--- src/rtl/link_regs_pkg.sv ---
package link_regs_pkg;

  // ==========================================================================
  // Register indices (printed offsets are not all multiples of four,
  // so each printed offset is an index and the byte address is four times it)
  localparam logic [11:0] idx_link_enable          = 12'h200;
  localparam logic [11:0] idx_output_mode          = 12'h201;
  localparam logic [11:0] idx_multiframe_length    = 12'h202;
  localparam logic [11:0] idx_manual_sync_request  = 12'h203;
  localparam logic [11:0] idx_link_control         = 12'h204;
  localparam logic [11:0] idx_test_pattern_control = 12'h205;
  localparam logic [11:0] idx_device_identifier    = 12'h206;
  localparam logic [11:0] idx_frame_character      = 12'h207;
  localparam logic [11:0] idx_link_system_status   = 12'h208;
  localparam logic [11:0] idx_channel_power_down   = 12'h209;
  localparam logic [11:0] idx_extra_lane_enable_a  = 12'h20a;
  localparam logic [11:0] idx_extra_lane_enable_b  = 12'h20b;
  localparam logic [11:0] idx_calibration_control  = 12'h20c;

  localparam int          first_idx = 12'h200;
  localparam int          num_regs  = 13;

  // ==========================================================================
  // Reset values
  localparam logic [7:0] rst_link_enable          = 8'h01;
  localparam logic [7:0] rst_output_mode          = 8'h02;
  localparam logic [7:0] rst_multiframe_length    = 8'h1f;
  localparam logic [7:0] rst_manual_sync_request  = 8'h01;
  localparam logic [7:0] rst_link_control         = 8'h02;
  localparam logic [7:0] rst_zero                 = 8'h00;

  // ==========================================================================
  // Field layouts
  localparam int          link_enable_bit   = 0;
  localparam int          soft_sync_bit     = 0;
  localparam int          cal_enable_bit    = 0;
  localparam int          mode_lsb          = 0;
  localparam int          mode_width        = 5;
  localparam int          kfield_lsb        = 0;
  localparam int          kfield_width      = 5;
  localparam int          sync_sel_lsb      = 2;
  localparam int          sync_sel_width    = 2;
  localparam logic [7:0]  mask_one_bit      = 8'h01;
  localparam logic [7:0]  mask_five_bits    = 8'h1f;
  localparam logic [7:0]  mask_four_bits    = 8'h0f;
  localparam logic [7:0]  mask_did          = 8'hfe;
  localparam logic [7:0]  mask_frame_character        = 8'h03;

  // Sync source select encodings
  localparam logic [1:0]  sync_src_single_ended = 2'h0;
  localparam logic [1:0]  sync_src_timestamp    = 2'h1;
  localparam logic [1:0]  sync_src_none         = 2'h2;

endpackage : link_regs_pkg

--- src/rtl/sync_two_ff.sv ---
module sync_two_ff (
  input  wire logic pclk,
  input  wire logic presetn,
  input  wire logic async_in,
  output logic      sync_out
);

  logic stage_one;

  // Reset high so a floating pin does not raise a sync request at start-up
  always_ff @(posedge pclk or negedge presetn) begin
    if (!presetn) begin
      stage_one <= 1'b1;
      sync_out  <= 1'b1;
    end else begin
      stage_one <= async_in;
      sync_out  <= stage_one;
    end
  end

endmodule // sync_two_ff

--- src/rtl/serial_link_control_regs.sv ---
// Function
// - Link enable bit 0, resets to one
// - Disabled link held in reset, serializers off
// - Disabled link has its clocks gated off
// - Disabled link holds multiframe counter in reset
// - Five-bit output mode field, resets 00010
// - Multiframe length holds frames minus one
// - Writing zero requests sync like pin
// - Software request works under any source
// - Stuck pin request persists until source two
// - Source select: pin, timestamp, or none
//
// Our own choice: the APB interface to the registers.
module serial_link_control_regs (
  input  wire logic        pclk,
  input  wire logic        presetn,
  input  wire logic        psel,
  input  wire logic        penable,
  input  wire logic        pwrite,
  input  wire logic [13:0] paddr,
  input  wire logic [31:0] pwdata,
  input  wire logic [3:0]  pstrb,
  output logic      [31:0] prdata,
  output logic             pready,
  output logic             pslverr,
  input  wire logic        single_ended_sync_pin,
  input  wire logic        timestamp_diff_input,
  input  wire logic        sysref_in,
  input  wire logic [7:0]  link_status_in,
  output logic             link_enable,
  output logic             link_reset_n,
  output logic             serializer_power_down,
  output logic             link_clock_enable,
  output logic             lmfc_reset_n,
  output logic             sysref_to_lmfc,
  output logic             calibration_enable,
  output logic [4:0]       output_mode_select,
  output logic [4:0]       frames_per_multiframe_minus_one,
  output logic [1:0]       sync_source_select,
  output logic             sample_format_signed,
  output logic             scrambler_enable,
  output logic [3:0]       test_pattern_select,
  output logic [7:0]       device_id_param,
  output logic [1:0]       frame_character_select,
  output logic [7:0]       channel_power_down,
  output logic [7:0]       extra_lanes_link_a,
  output logic [7:0]       extra_lanes_link_b,
  output logic             sync_request_n
);

  // ==========================================================================
  // Register storage
  logic [7:0] regs [link_regs_pkg::num_regs];
  logic [7:0] next_regs [link_regs_pkg::num_regs];

  logic        word_aligned;
  logic [11:0] reg_index;
  logic        index_valid;
  logic [3:0]  slot;
  logic        wr_access;
  logic        sync_pin_se;
  logic        sync_pin_ts;
  logic        pin_request_n;

  assign word_aligned = (paddr[1:0] == 2'h0);
  assign reg_index    = paddr[13:2];
  assign index_valid  = word_aligned &&
                        (reg_index >= link_regs_pkg::idx_link_enable) &&
                        (reg_index <= link_regs_pkg::idx_calibration_control);
  assign slot         = 4'(reg_index - link_regs_pkg::idx_link_enable);
  assign wr_access    = psel && penable && pwrite && index_valid && pstrb[0];

  // ==========================================================================
  // APB slave: zero wait states, error on unmapped or misaligned access
  assign pready  = 1'b1;
  assign pslverr = psel && penable && !index_valid;

  // Writable bits per register; status register is read-only
  function automatic logic [7:0] write_mask(input logic [3:0] s);
    logic [11:0] i;
    i = 12'(link_regs_pkg::first_idx) + {8'h00, s};
    case (i)
      link_regs_pkg::idx_link_enable:          write_mask = link_regs_pkg::mask_one_bit;
      link_regs_pkg::idx_output_mode:          write_mask = link_regs_pkg::mask_five_bits;
      link_regs_pkg::idx_multiframe_length:    write_mask = link_regs_pkg::mask_five_bits;
      link_regs_pkg::idx_manual_sync_request:  write_mask = link_regs_pkg::mask_one_bit;
      link_regs_pkg::idx_link_control:         write_mask = link_regs_pkg::mask_four_bits;
      link_regs_pkg::idx_test_pattern_control: write_mask = link_regs_pkg::mask_four_bits;
      link_regs_pkg::idx_device_identifier:    write_mask = link_regs_pkg::mask_did;
      link_regs_pkg::idx_frame_character:      write_mask = link_regs_pkg::mask_frame_character;
      link_regs_pkg::idx_link_system_status:   write_mask = 8'h00;
      link_regs_pkg::idx_calibration_control:  write_mask = link_regs_pkg::mask_one_bit;
      default:                                 write_mask = 8'hff;
    endcase
  endfunction

  function automatic logic [7:0] reset_value(input logic [3:0] s);
    logic [11:0] i;
    i = 12'(link_regs_pkg::first_idx) + {8'h00, s};
    case (i)
      link_regs_pkg::idx_link_enable:         reset_value = link_regs_pkg::rst_link_enable;
      link_regs_pkg::idx_output_mode:         reset_value = link_regs_pkg::rst_output_mode;
      link_regs_pkg::idx_multiframe_length:   reset_value = link_regs_pkg::rst_multiframe_length;
      link_regs_pkg::idx_manual_sync_request: reset_value = link_regs_pkg::rst_manual_sync_request;
      link_regs_pkg::idx_link_control:        reset_value = link_regs_pkg::rst_link_control;
      default:                                reset_value = link_regs_pkg::rst_zero;
    endcase
  endfunction

  always_comb begin
    for (int k = 0; k < link_regs_pkg::num_regs; k++) begin
      next_regs[k] = regs[k];
    end
    if (wr_access) begin
      // Low lane only; upper lanes carry no storage
      next_regs[slot] = pwdata[7:0] & write_mask(slot);
    end
  end

  // Link enable, mode, frame length and sync bit all live in this bank
  always_ff @(posedge pclk or negedge presetn) begin
    if (!presetn) begin
      for (int k = 0; k < link_regs_pkg::num_regs; k++) begin
        regs[k] <= reset_value(4'(k));
      end
    end else begin
      for (int k = 0; k < link_regs_pkg::num_regs; k++) begin
        regs[k] <= next_regs[k];
      end
    end
  end

  // Read data registered on the setup phase so it is stable in access phase
  always_ff @(posedge pclk or negedge presetn) begin
    if (!presetn) begin
      prdata <= 32'h0000_0000;
    end else if (psel && !penable && !pwrite && index_valid) begin
      if (reg_index == link_regs_pkg::idx_link_system_status) begin
        prdata <= {24'h00_0000, link_status_in};
      end else begin
        prdata <= {24'h00_0000, regs[slot]};
      end
    end else if (psel && !penable) begin
      prdata <= 32'h0000_0000;
    end
  end

  // ==========================================================================
  // Field decode
  localparam int s_en   = link_regs_pkg::idx_link_enable - link_regs_pkg::first_idx;
  localparam int s_mode = link_regs_pkg::idx_output_mode - link_regs_pkg::first_idx;
  localparam int s_k    = link_regs_pkg::idx_multiframe_length - link_regs_pkg::first_idx;
  localparam int s_sync = link_regs_pkg::idx_manual_sync_request - link_regs_pkg::first_idx;
  localparam int s_ctl  = link_regs_pkg::idx_link_control - link_regs_pkg::first_idx;
  localparam int s_tst  = link_regs_pkg::idx_test_pattern_control - link_regs_pkg::first_idx;
  localparam int s_did  = link_regs_pkg::idx_device_identifier - link_regs_pkg::first_idx;
  localparam int s_fch  = link_regs_pkg::idx_frame_character - link_regs_pkg::first_idx;
  localparam int s_pd   = link_regs_pkg::idx_channel_power_down - link_regs_pkg::first_idx;
  localparam int s_exa  = link_regs_pkg::idx_extra_lane_enable_a - link_regs_pkg::first_idx;
  localparam int s_exb  = link_regs_pkg::idx_extra_lane_enable_b - link_regs_pkg::first_idx;
  localparam int s_cal  = link_regs_pkg::idx_calibration_control - link_regs_pkg::first_idx;

  assign link_enable        = regs[s_en][link_regs_pkg::link_enable_bit];
  assign calibration_enable = regs[s_cal][link_regs_pkg::cal_enable_bit];
  assign output_mode_select = regs[s_mode][link_regs_pkg::mode_lsb +:
                                           link_regs_pkg::mode_width];
  assign frames_per_multiframe_minus_one =
    regs[s_k][link_regs_pkg::kfield_lsb +: link_regs_pkg::kfield_width];
  assign sync_source_select   = regs[s_ctl][link_regs_pkg::sync_sel_lsb +:
                                            link_regs_pkg::sync_sel_width];
  assign sample_format_signed = regs[s_ctl][1];
  assign scrambler_enable     = regs[s_ctl][0];
  assign test_pattern_select  = regs[s_tst][3:0];
  assign device_id_param      = regs[s_did];
  assign frame_character_select = regs[s_fch][1:0];
  assign channel_power_down   = regs[s_pd];
  assign extra_lanes_link_a   = regs[s_exa];
  assign extra_lanes_link_b   = regs[s_exb];

  // ==========================================================================
  // Link gating while disabled
  assign link_reset_n          = link_enable;
  assign serializer_power_down = !link_enable;
  assign link_clock_enable     = link_enable;
  // SYSREF is blocked too so a held counter cannot be realigned
  assign lmfc_reset_n          = link_enable;
  assign sysref_to_lmfc        = sysref_in && link_enable;

  // ==========================================================================
  // Sync request path
  sync_two_ff u_sync_se (
    .pclk     (pclk),
    .presetn  (presetn),
    .async_in (single_ended_sync_pin),
    .sync_out (sync_pin_se)
  );

  sync_two_ff u_sync_ts (
    .pclk     (pclk),
    .presetn  (presetn),
    .async_in (timestamp_diff_input),
    .sync_out (sync_pin_ts)
  );

  // Source 2 and unused code 3 ignore every pin, the only way out of a stuck pin
  always_comb begin
    case (sync_source_select)
      link_regs_pkg::sync_src_single_ended: pin_request_n = sync_pin_se;
      link_regs_pkg::sync_src_timestamp:    pin_request_n = sync_pin_ts;
      link_regs_pkg::sync_src_none:         pin_request_n = 1'b1;
      default:                              pin_request_n = 1'b1;
    endcase
  end

  // Registered so the request is glitch-free toward the link
  always_ff @(posedge pclk or negedge presetn) begin
    if (!presetn) begin
      sync_request_n <= 1'b1;
    end else begin
      sync_request_n <= regs[s_sync][link_regs_pkg::soft_sync_bit] &&
                        pin_request_n;
    end
  end

endmodule // serial_link_control_regs

--- config.mk ---
export PLATFORM = sky130hd
export DESIGN_NAME = serial_link_control_regs
export DESIGN_NICKNAME = d
export VERILOG_FILES = /design/src/rtl/link_regs_pkg.sv /design/src/rtl/sync_two_ff.sv /design/src/rtl/serial_link_control_regs.sv
export SDC_FILE = /design/constraint.sdc
export NUM_CORES = 1
export LEC_CHECK = 0
export BUFFER_PORTS_ARGS = -buffer_cell sky130_fd_sc_hd__buf_2
export CORE_AREA = 2 2 116 118
export CTS_BUF_LIST = sky130_fd_sc_hd__clkbuf_8 sky130_fd_sc_hd__clkbuf_16
export DETAILED_ROUTE_END_ITERATION = 8
export DIE_AREA = 0 0 118 120
export HOLD_SLACK_MARGIN = 0.06
export PLACE_DENSITY = 0.83
export SLEW_MARGIN = 30
export SYNTH_ARGS = -nofsm -noshare
export SYNTH_HDL_FRONTEND = slang
export SYNTH_HIERARCHICAL = 1
export SYNTH_SLANG_ARGS = --single-unit
--- constraint.sdc ---
create_clock -name pclk -period 1.25 [get_ports pclk]
set_clock_uncertainty 0.05 [all_clocks]
set_input_delay 0.125 -clock pclk [delete_from_list [all_inputs] [get_ports pclk]]
set_output_delay 0.125 -clock pclk [all_outputs]
set_load 0.03 [all_outputs]
; ---- Word level (Yosys, flattened, before mapping)
; Cells that the tools add are included.
[totals]
register_bits = 141
input_bits = 66
output_inout_bits = 94
wordCells = 74
[classes]
n_addsub = 2
order_cmp = 4
n_eq_ne = 12
n_mux = 12
bitwise = 2
n_reduce_logical = 23
[op_table]
columns = cell, n
row1 = == test 11 x 10 -> 1 bit (second input constant), 10
row2 = bitwise mux 104 bit, 1
row3 = 2-to-1 mux 32 bit, 2
row4 = one-hot mux 8 bit (6 select lines), 1
row5 = 2-to-1 mux 8 bit, 5
row6 = binary-select mux 8 bit (select 4 bit), 1
row7 = demux 8 bit (select 4 bit), 1
row8 = logical AND 1 bit, 13
row9 = == test 12 x 10 -> 1 bit (second input constant), 1
row10 = greater-or-equal comparator 12 x 10 -> 1 bit (second input constant), 1
row11 = <= comparator 12 x 10 -> 1 bit (second input constant), 1
row12 = adder 10 x 4 -> 11 bit (first input constant), 1
row13 = AND 8 bit, 1
row14 = greater-or-equal comparator 5 bit (second input constant), 1
row15 = less-than comparator 5 x 1 -> 1 bit (second input constant), 1
row16 = NOT 4 -> 5 bit, 1
row17 = zero test 1 bit, 4
row18 = zero test 2 bit, 2
row19 = OR reduction 2 bit, 2
row20 = subtractor 4 x 1 -> 4 bit (second input constant), 1
row21 = OR reduction 3 bit, 1
row22 = == test 2 x 1 -> 1 bit (second input constant), 1
row23 = one-hot mux 1 bit (2 select lines), 1
row24 = nonzero test 2 bit, 1

; ---- Longest topological paths before layout
[logic_depth]
depth_word = 8
ltp_mapped = 7
depth_no_buf = 4

; ---- By module
; The synthesis kept the hierarchy.
[by_module_without_submodules]
columns = module, instances, cells_per_inst, area_each_um2, seq_area_each_um2
row1 = serial_link_control_regs, 1, 457, 5933.2, 2840.2
row2 = sync_two_ff, 2, 2, 52.6, 52.6

; ---- Least setup slack after synthesis
; Ideal clock, no wire load.
[synth_path]
path_type = in2reg
from = in paddr[3]
to = reg regs, in the netlist extra_lanes_link_a[0]
setup_ns = 0.125
arrival_ns = 2.019
required_time_ns = 1.075
path_slack_ns = -0.944
cell_stages = 6
path_buffers = 2
cell_sequence = clkbuf_1 -> o2111a_1 -> or4_1 -> buf_6 -> nor4_4 -> mux2_2
[synth_between]
elab_chain_len = 8
word_cells_on_any_way = 31
classes_between = add/sub (2) / order compare (4) / eq/ne (10) / mux (5) / bitwise (2) / reduce/logical (8)
[synth_rtl]
columns = item, line_no
row1 = start: declaration, serial_link_control_regs.sv:20  ; input wire logic [13:0] paddr,
row2 = subtractor 4 x 1 -> 4 bit, serial_link_control_regs.sv:70  ; assign slot = 4'(reg_index - link_regs_pkg::idx_link_enable);
row3 = adder 10 x 4 -> 11 bit, serial_link_control_regs.sv:81  ; i = 12'(link_regs_pkg::first_idx) + {8'h00, s};
row4 = == test 11 x 10 -> 1 bit, serial_link_control_regs.sv:82  ; case (i)
row5 = OR reduction 3 bit (no source line) / OR reduction 2 bit (equally long branches), --
row6 = one-hot mux 8 bit (6 select lines), serial_link_control_regs.sv:82
row7 = 2-to-1 mux 8 bit, serial_link_control_regs.sv:114  ; if (wr_access) begin
row8 = AND 8 bit, serial_link_control_regs.sv:116  ; next_regs[slot] = pwdata[7:0] & write_mask(slot);
row9 = bitwise mux 104 bit, serial_link_control_regs.sv:116
row10 = end signal: indexed assignment, serial_link_control_regs.sv:124  ; regs[k] <= reset_value(4'(k));
row11 = end signal: indexed assignment, serial_link_control_regs.sv:128  ; regs[k] <= next_regs[k];
row12 = end: declaration, serial_link_control_regs.sv:53  ; logic [7:0] regs [link_regs_pkg::num_regs];
; Parallel ways exist; a longest one is shown, timed or not. The select of a mux whose other input is x is not followed.
; A chain may end at the register's enable or synchronous reset.

; ---- Final worst setup path
[layout_path]
from = in paddr[2]
to = reg regs, in the netlist channel_power_down[4]
; The elaborated chain is that of the path after synthesis.

==> summary.txt <==
Logic synthesis
  – Post-synth top flop: dfrtp_1
  – Synth area leaders: dfrtp_1 (43%), mux2_2 (11%), buf_4 (9.7%)
  – Sequential share of the synthesized area: 48.8%
  – Synth area leader: dfrtp_1
  – Area fraction of the dominant cell type after synthesis: 42.7%
  – Netlist cell types: 48
  – Number of synthesized register bits: between 100 and 150
  – Syn_area_per_cell: around 13 sq um
  – Synth warn: 6
  – Async SR Flop Fraction: 100%
  – Post-Syn Instances: 461
  – Post-synth EDFFs: 0
  – Cell area after synthesis: roughly 6000 sq um

Floorplan
  – Core area: ~13000 sq um
  – Die height: about 120 microns
  – Die ar.: between 10000 and 15000 sq um
  – I/O pin cnt: 160
  – Site Rows: 42
  – Starting Density: between 40% and 50%
  – Width of the die: approximately 120 microns

GRT
  – Vias in the first global route: around 5300
  – First-pass GRT wire length: 31600 microns
  – GRT Total Usage: between 20 and 30%
  – Initial antenna violation count: 0
  – Grt total ovfl: 0
  – Largest net degree at the start of global routing: 33

Critical path
  – Worst Path Required: around 1.5 ns
  – CP max stage cell: or4_4
  – CP Max Fanout: 5
  – Startpoint types: primary input
  – CP Cell Sequence: buf_8 -> o2111a_2 -> or4_4 -> nor4_4 -> buf_4 -> mux2_4
  – CP Class: primary input to flop
  – Largest stage delay on the critical path: ~0.6 ns
  – Setup crit end kind: flop
  – Crit path DAT: around 2 ns

STA
  – RSZ-0062 raised after global routing: true
  – Setup violators final: approximately 160
  – Final Cycle Share: 134%
  – Hold_ws: 0.112 ns
  – Setup ws final: -0.427 ns
  – Total Neg Setup Slack: -33.00 ns
  – Final hold vios: 0
  – Minimum clock period: between 1.5 and 2 ns
  – Final slew viol count: 0
  – Max Fclk: roughly 600 MHz

Power and ir drop
  – Combinational power share: roughly 8.7%
  – Sequential Power Share: about two fifths
  – Int Power: roughly 7.3 mW
  – Power Density: 1030 nW/um^2
  – Net Sw Frac: between 20% and 30%
  – Clk network pwr share: 52.4%
  – Total power draw: 9.78 mW
  – Static Leak: approximately 4.6 nW
  – IR Drop Worst-Case VDD: 0.000940 V
  – Psw: between 2 and 2.5 mW

CTS
  – Root Driver: clkbuf_16
  – CTS tree: built
  – Reg clk slew, reported paths: approximately 0.06 ns
  – CTS max path bufs: 2
  – H-tree Lvls: 4
  – Insertion delay to the later sink of the worst-skew pair: 0.44 ns
  – Total CTS buffers: 17
  – Clk sink count: between 100 and 150

Cells and area
  – # diodes: 0
  – Nets: approximately 750
  – Commonest non-fill, non-tap cell in the layout: buf_6
  – Final Cell Area: approximately 9500 sq um
  – Multi-input logic area: 3040 sq um
  – Area Overhead vs Synth: 57.8%
  – Most frequent cells in the layout: buf_6 (144), dfrtp_1 (103), buf_4 (63)
  – Fillers: 713
  – FF+latch area: roughly 2900 sq um
  – Final Non-Filler Cells: around 870
  – Ratio of cells with drive above 1 in the final layout: between 60% and 70%
  – Layout Utilization: between 70% and 80%

Placed design
  – Area post-placement: about 7300 sq um
  – Inst Count DP: between 700 and 800
  – Pre-CTS setup slack: -0.824 ns
  – DPL Wire Length: 11700 microns
  – Routability congestion estimate: roughly 0.87
  – IO Port Bufs: roughly 110

Route
  – Drt first pass iters: 4
  – Detailed Route Iter0 Violations: between 400 and 500
  – WL per Instance: 26.1 microns
  – DRT Wirelength: 22800 microns
  – Drt drc: 0
  – Via density: between 5 and 6
  – Vias: around 5100
  – Antenna-violating nets left: 0

Outcome
  – Failing checks: setup timing
  – Outcome: complete, but fails checks

Worst hold path
  – Worst Hold Class: primary input to asynchronous set/reset pin

Run
  – Max-cap violations: 0
synthesized netlist by cell type (all sizes together), types with 3 or more instances:
| master | count |
|---|---|
| a21oi | 3 |
| a22oi | 7 |
| and2 | 13 |
| buf | 88 |
| clkbuf | 10 |
| dfrtp | 103 |
| dfstp | 14 |
| inv | 3 |
| mux2 | 62 |
| mux2i | 9 |
| mux4 | 23 |
| nand2 | 13 |
| nand2b | 4 |
| nand4 | 8 |
| nor2 | 3 |
| nor2b | 46 |
| nor3 | 4 |
| nor4 | 13 |
| o211ai | 8 |
| o21a | 3 |
registers in the layout, summed over array words and instances, names as in the netlist, 2 cells and up:
name / flops
output_mode_select: 5
extra_lanes_link_b: 8
sync_source_select: 2
channel_power_down: 8
frame_character_select: 2
device_id_param: 8
regs: 50
frames_per_multiframe_minus_one: 5
prdata: 8
test_pattern_select: 4
extra_lanes_link_a: 8
repair_timing:
action	CTS	global route
pin swaps	9	8
setup endpoints to repair	172	169
cloned	2	0
gates resized for setup	276	69
hold buffers	15	0
buffers inserted	33	43
endpoints found under the hold margin	123	0
power by group through the flow:
| stage | clock network (mW) | registers, mW | logic (mW) |
|---|---|---|---|
| 6_report | 5.12 | 3.81 | 0.853 |
| 3_3_place_gp | 0 | 3.87 | 0.661 |
| 2_1_floorplan | 0 | 3.87 | 0.424 |
| 3_5_place_dp | 0 | 3.87 | 0.680 |
| 4_1_cts | 5.01 | 3.81 | 0.804 |
| 5_1_grt | 5.27 | 3.81 | 0.890 |
layout make-up:
cell class	count	share of cell area [%]
clock inverter	14	1.71
tap	176	2.31
clock buffer	18	4.61
sequential	117	30.9
multi-input combinational	267	31.9
inverter	3	0.118
timing repair buffer	277	28.5
critical path, delay by kind of cell:
family | cells | cell delay (ns)
AOI/OAI and AO/OA | 1 | 0.30
buffers and inverters | 2 | 0.34
and+or+nand+nor | 2 | 0.85
muxes | 1 | 0.32
per-layer routing:
metal	vias up	routed length (microns)	track usage [%]
met5	-	0	0
met2	386	11100	48.8
met4	0	1190	16.8
li1	1987	-	-
met3	108	1980	8.41
met1	2576	8450	36.1
kinds of logic (layout without fill, tap and decap cells):
family | after synthesis | count (layout) | share of synthesized area (%)
compound gates | 30 | 30 | 3.67
buf+inv | 101 | 312 | 11.4
flops | 117 | 117 | 48.8
mux | 94 | 94 | 21.6
other cells | 2 | 25 | 0.124
simple gates | 117 | 118 | 14.4
final timing paths:
kind	start	end	slack, ns	depth (start not counted)
worst min-delay path	presetn	extra_lanes_link_a[2]	0.11	2
worst max-delay path	paddr[2]	channel_power_down[4]	-0.43	6
max in group asynchronous	presetn	prdata[1]	0.48	3
min in group pclk	pwdata[2]	channel_power_down[2]	0.22	4
worst max register to register	extra_lanes_link_a[4]	prdata[4]	-0.37	4
worst min register to register	u_sync_se/stage_one	u_sync_se/sync_out	0.31	0
No activity file was read; power rests on OpenSTA's default activity.
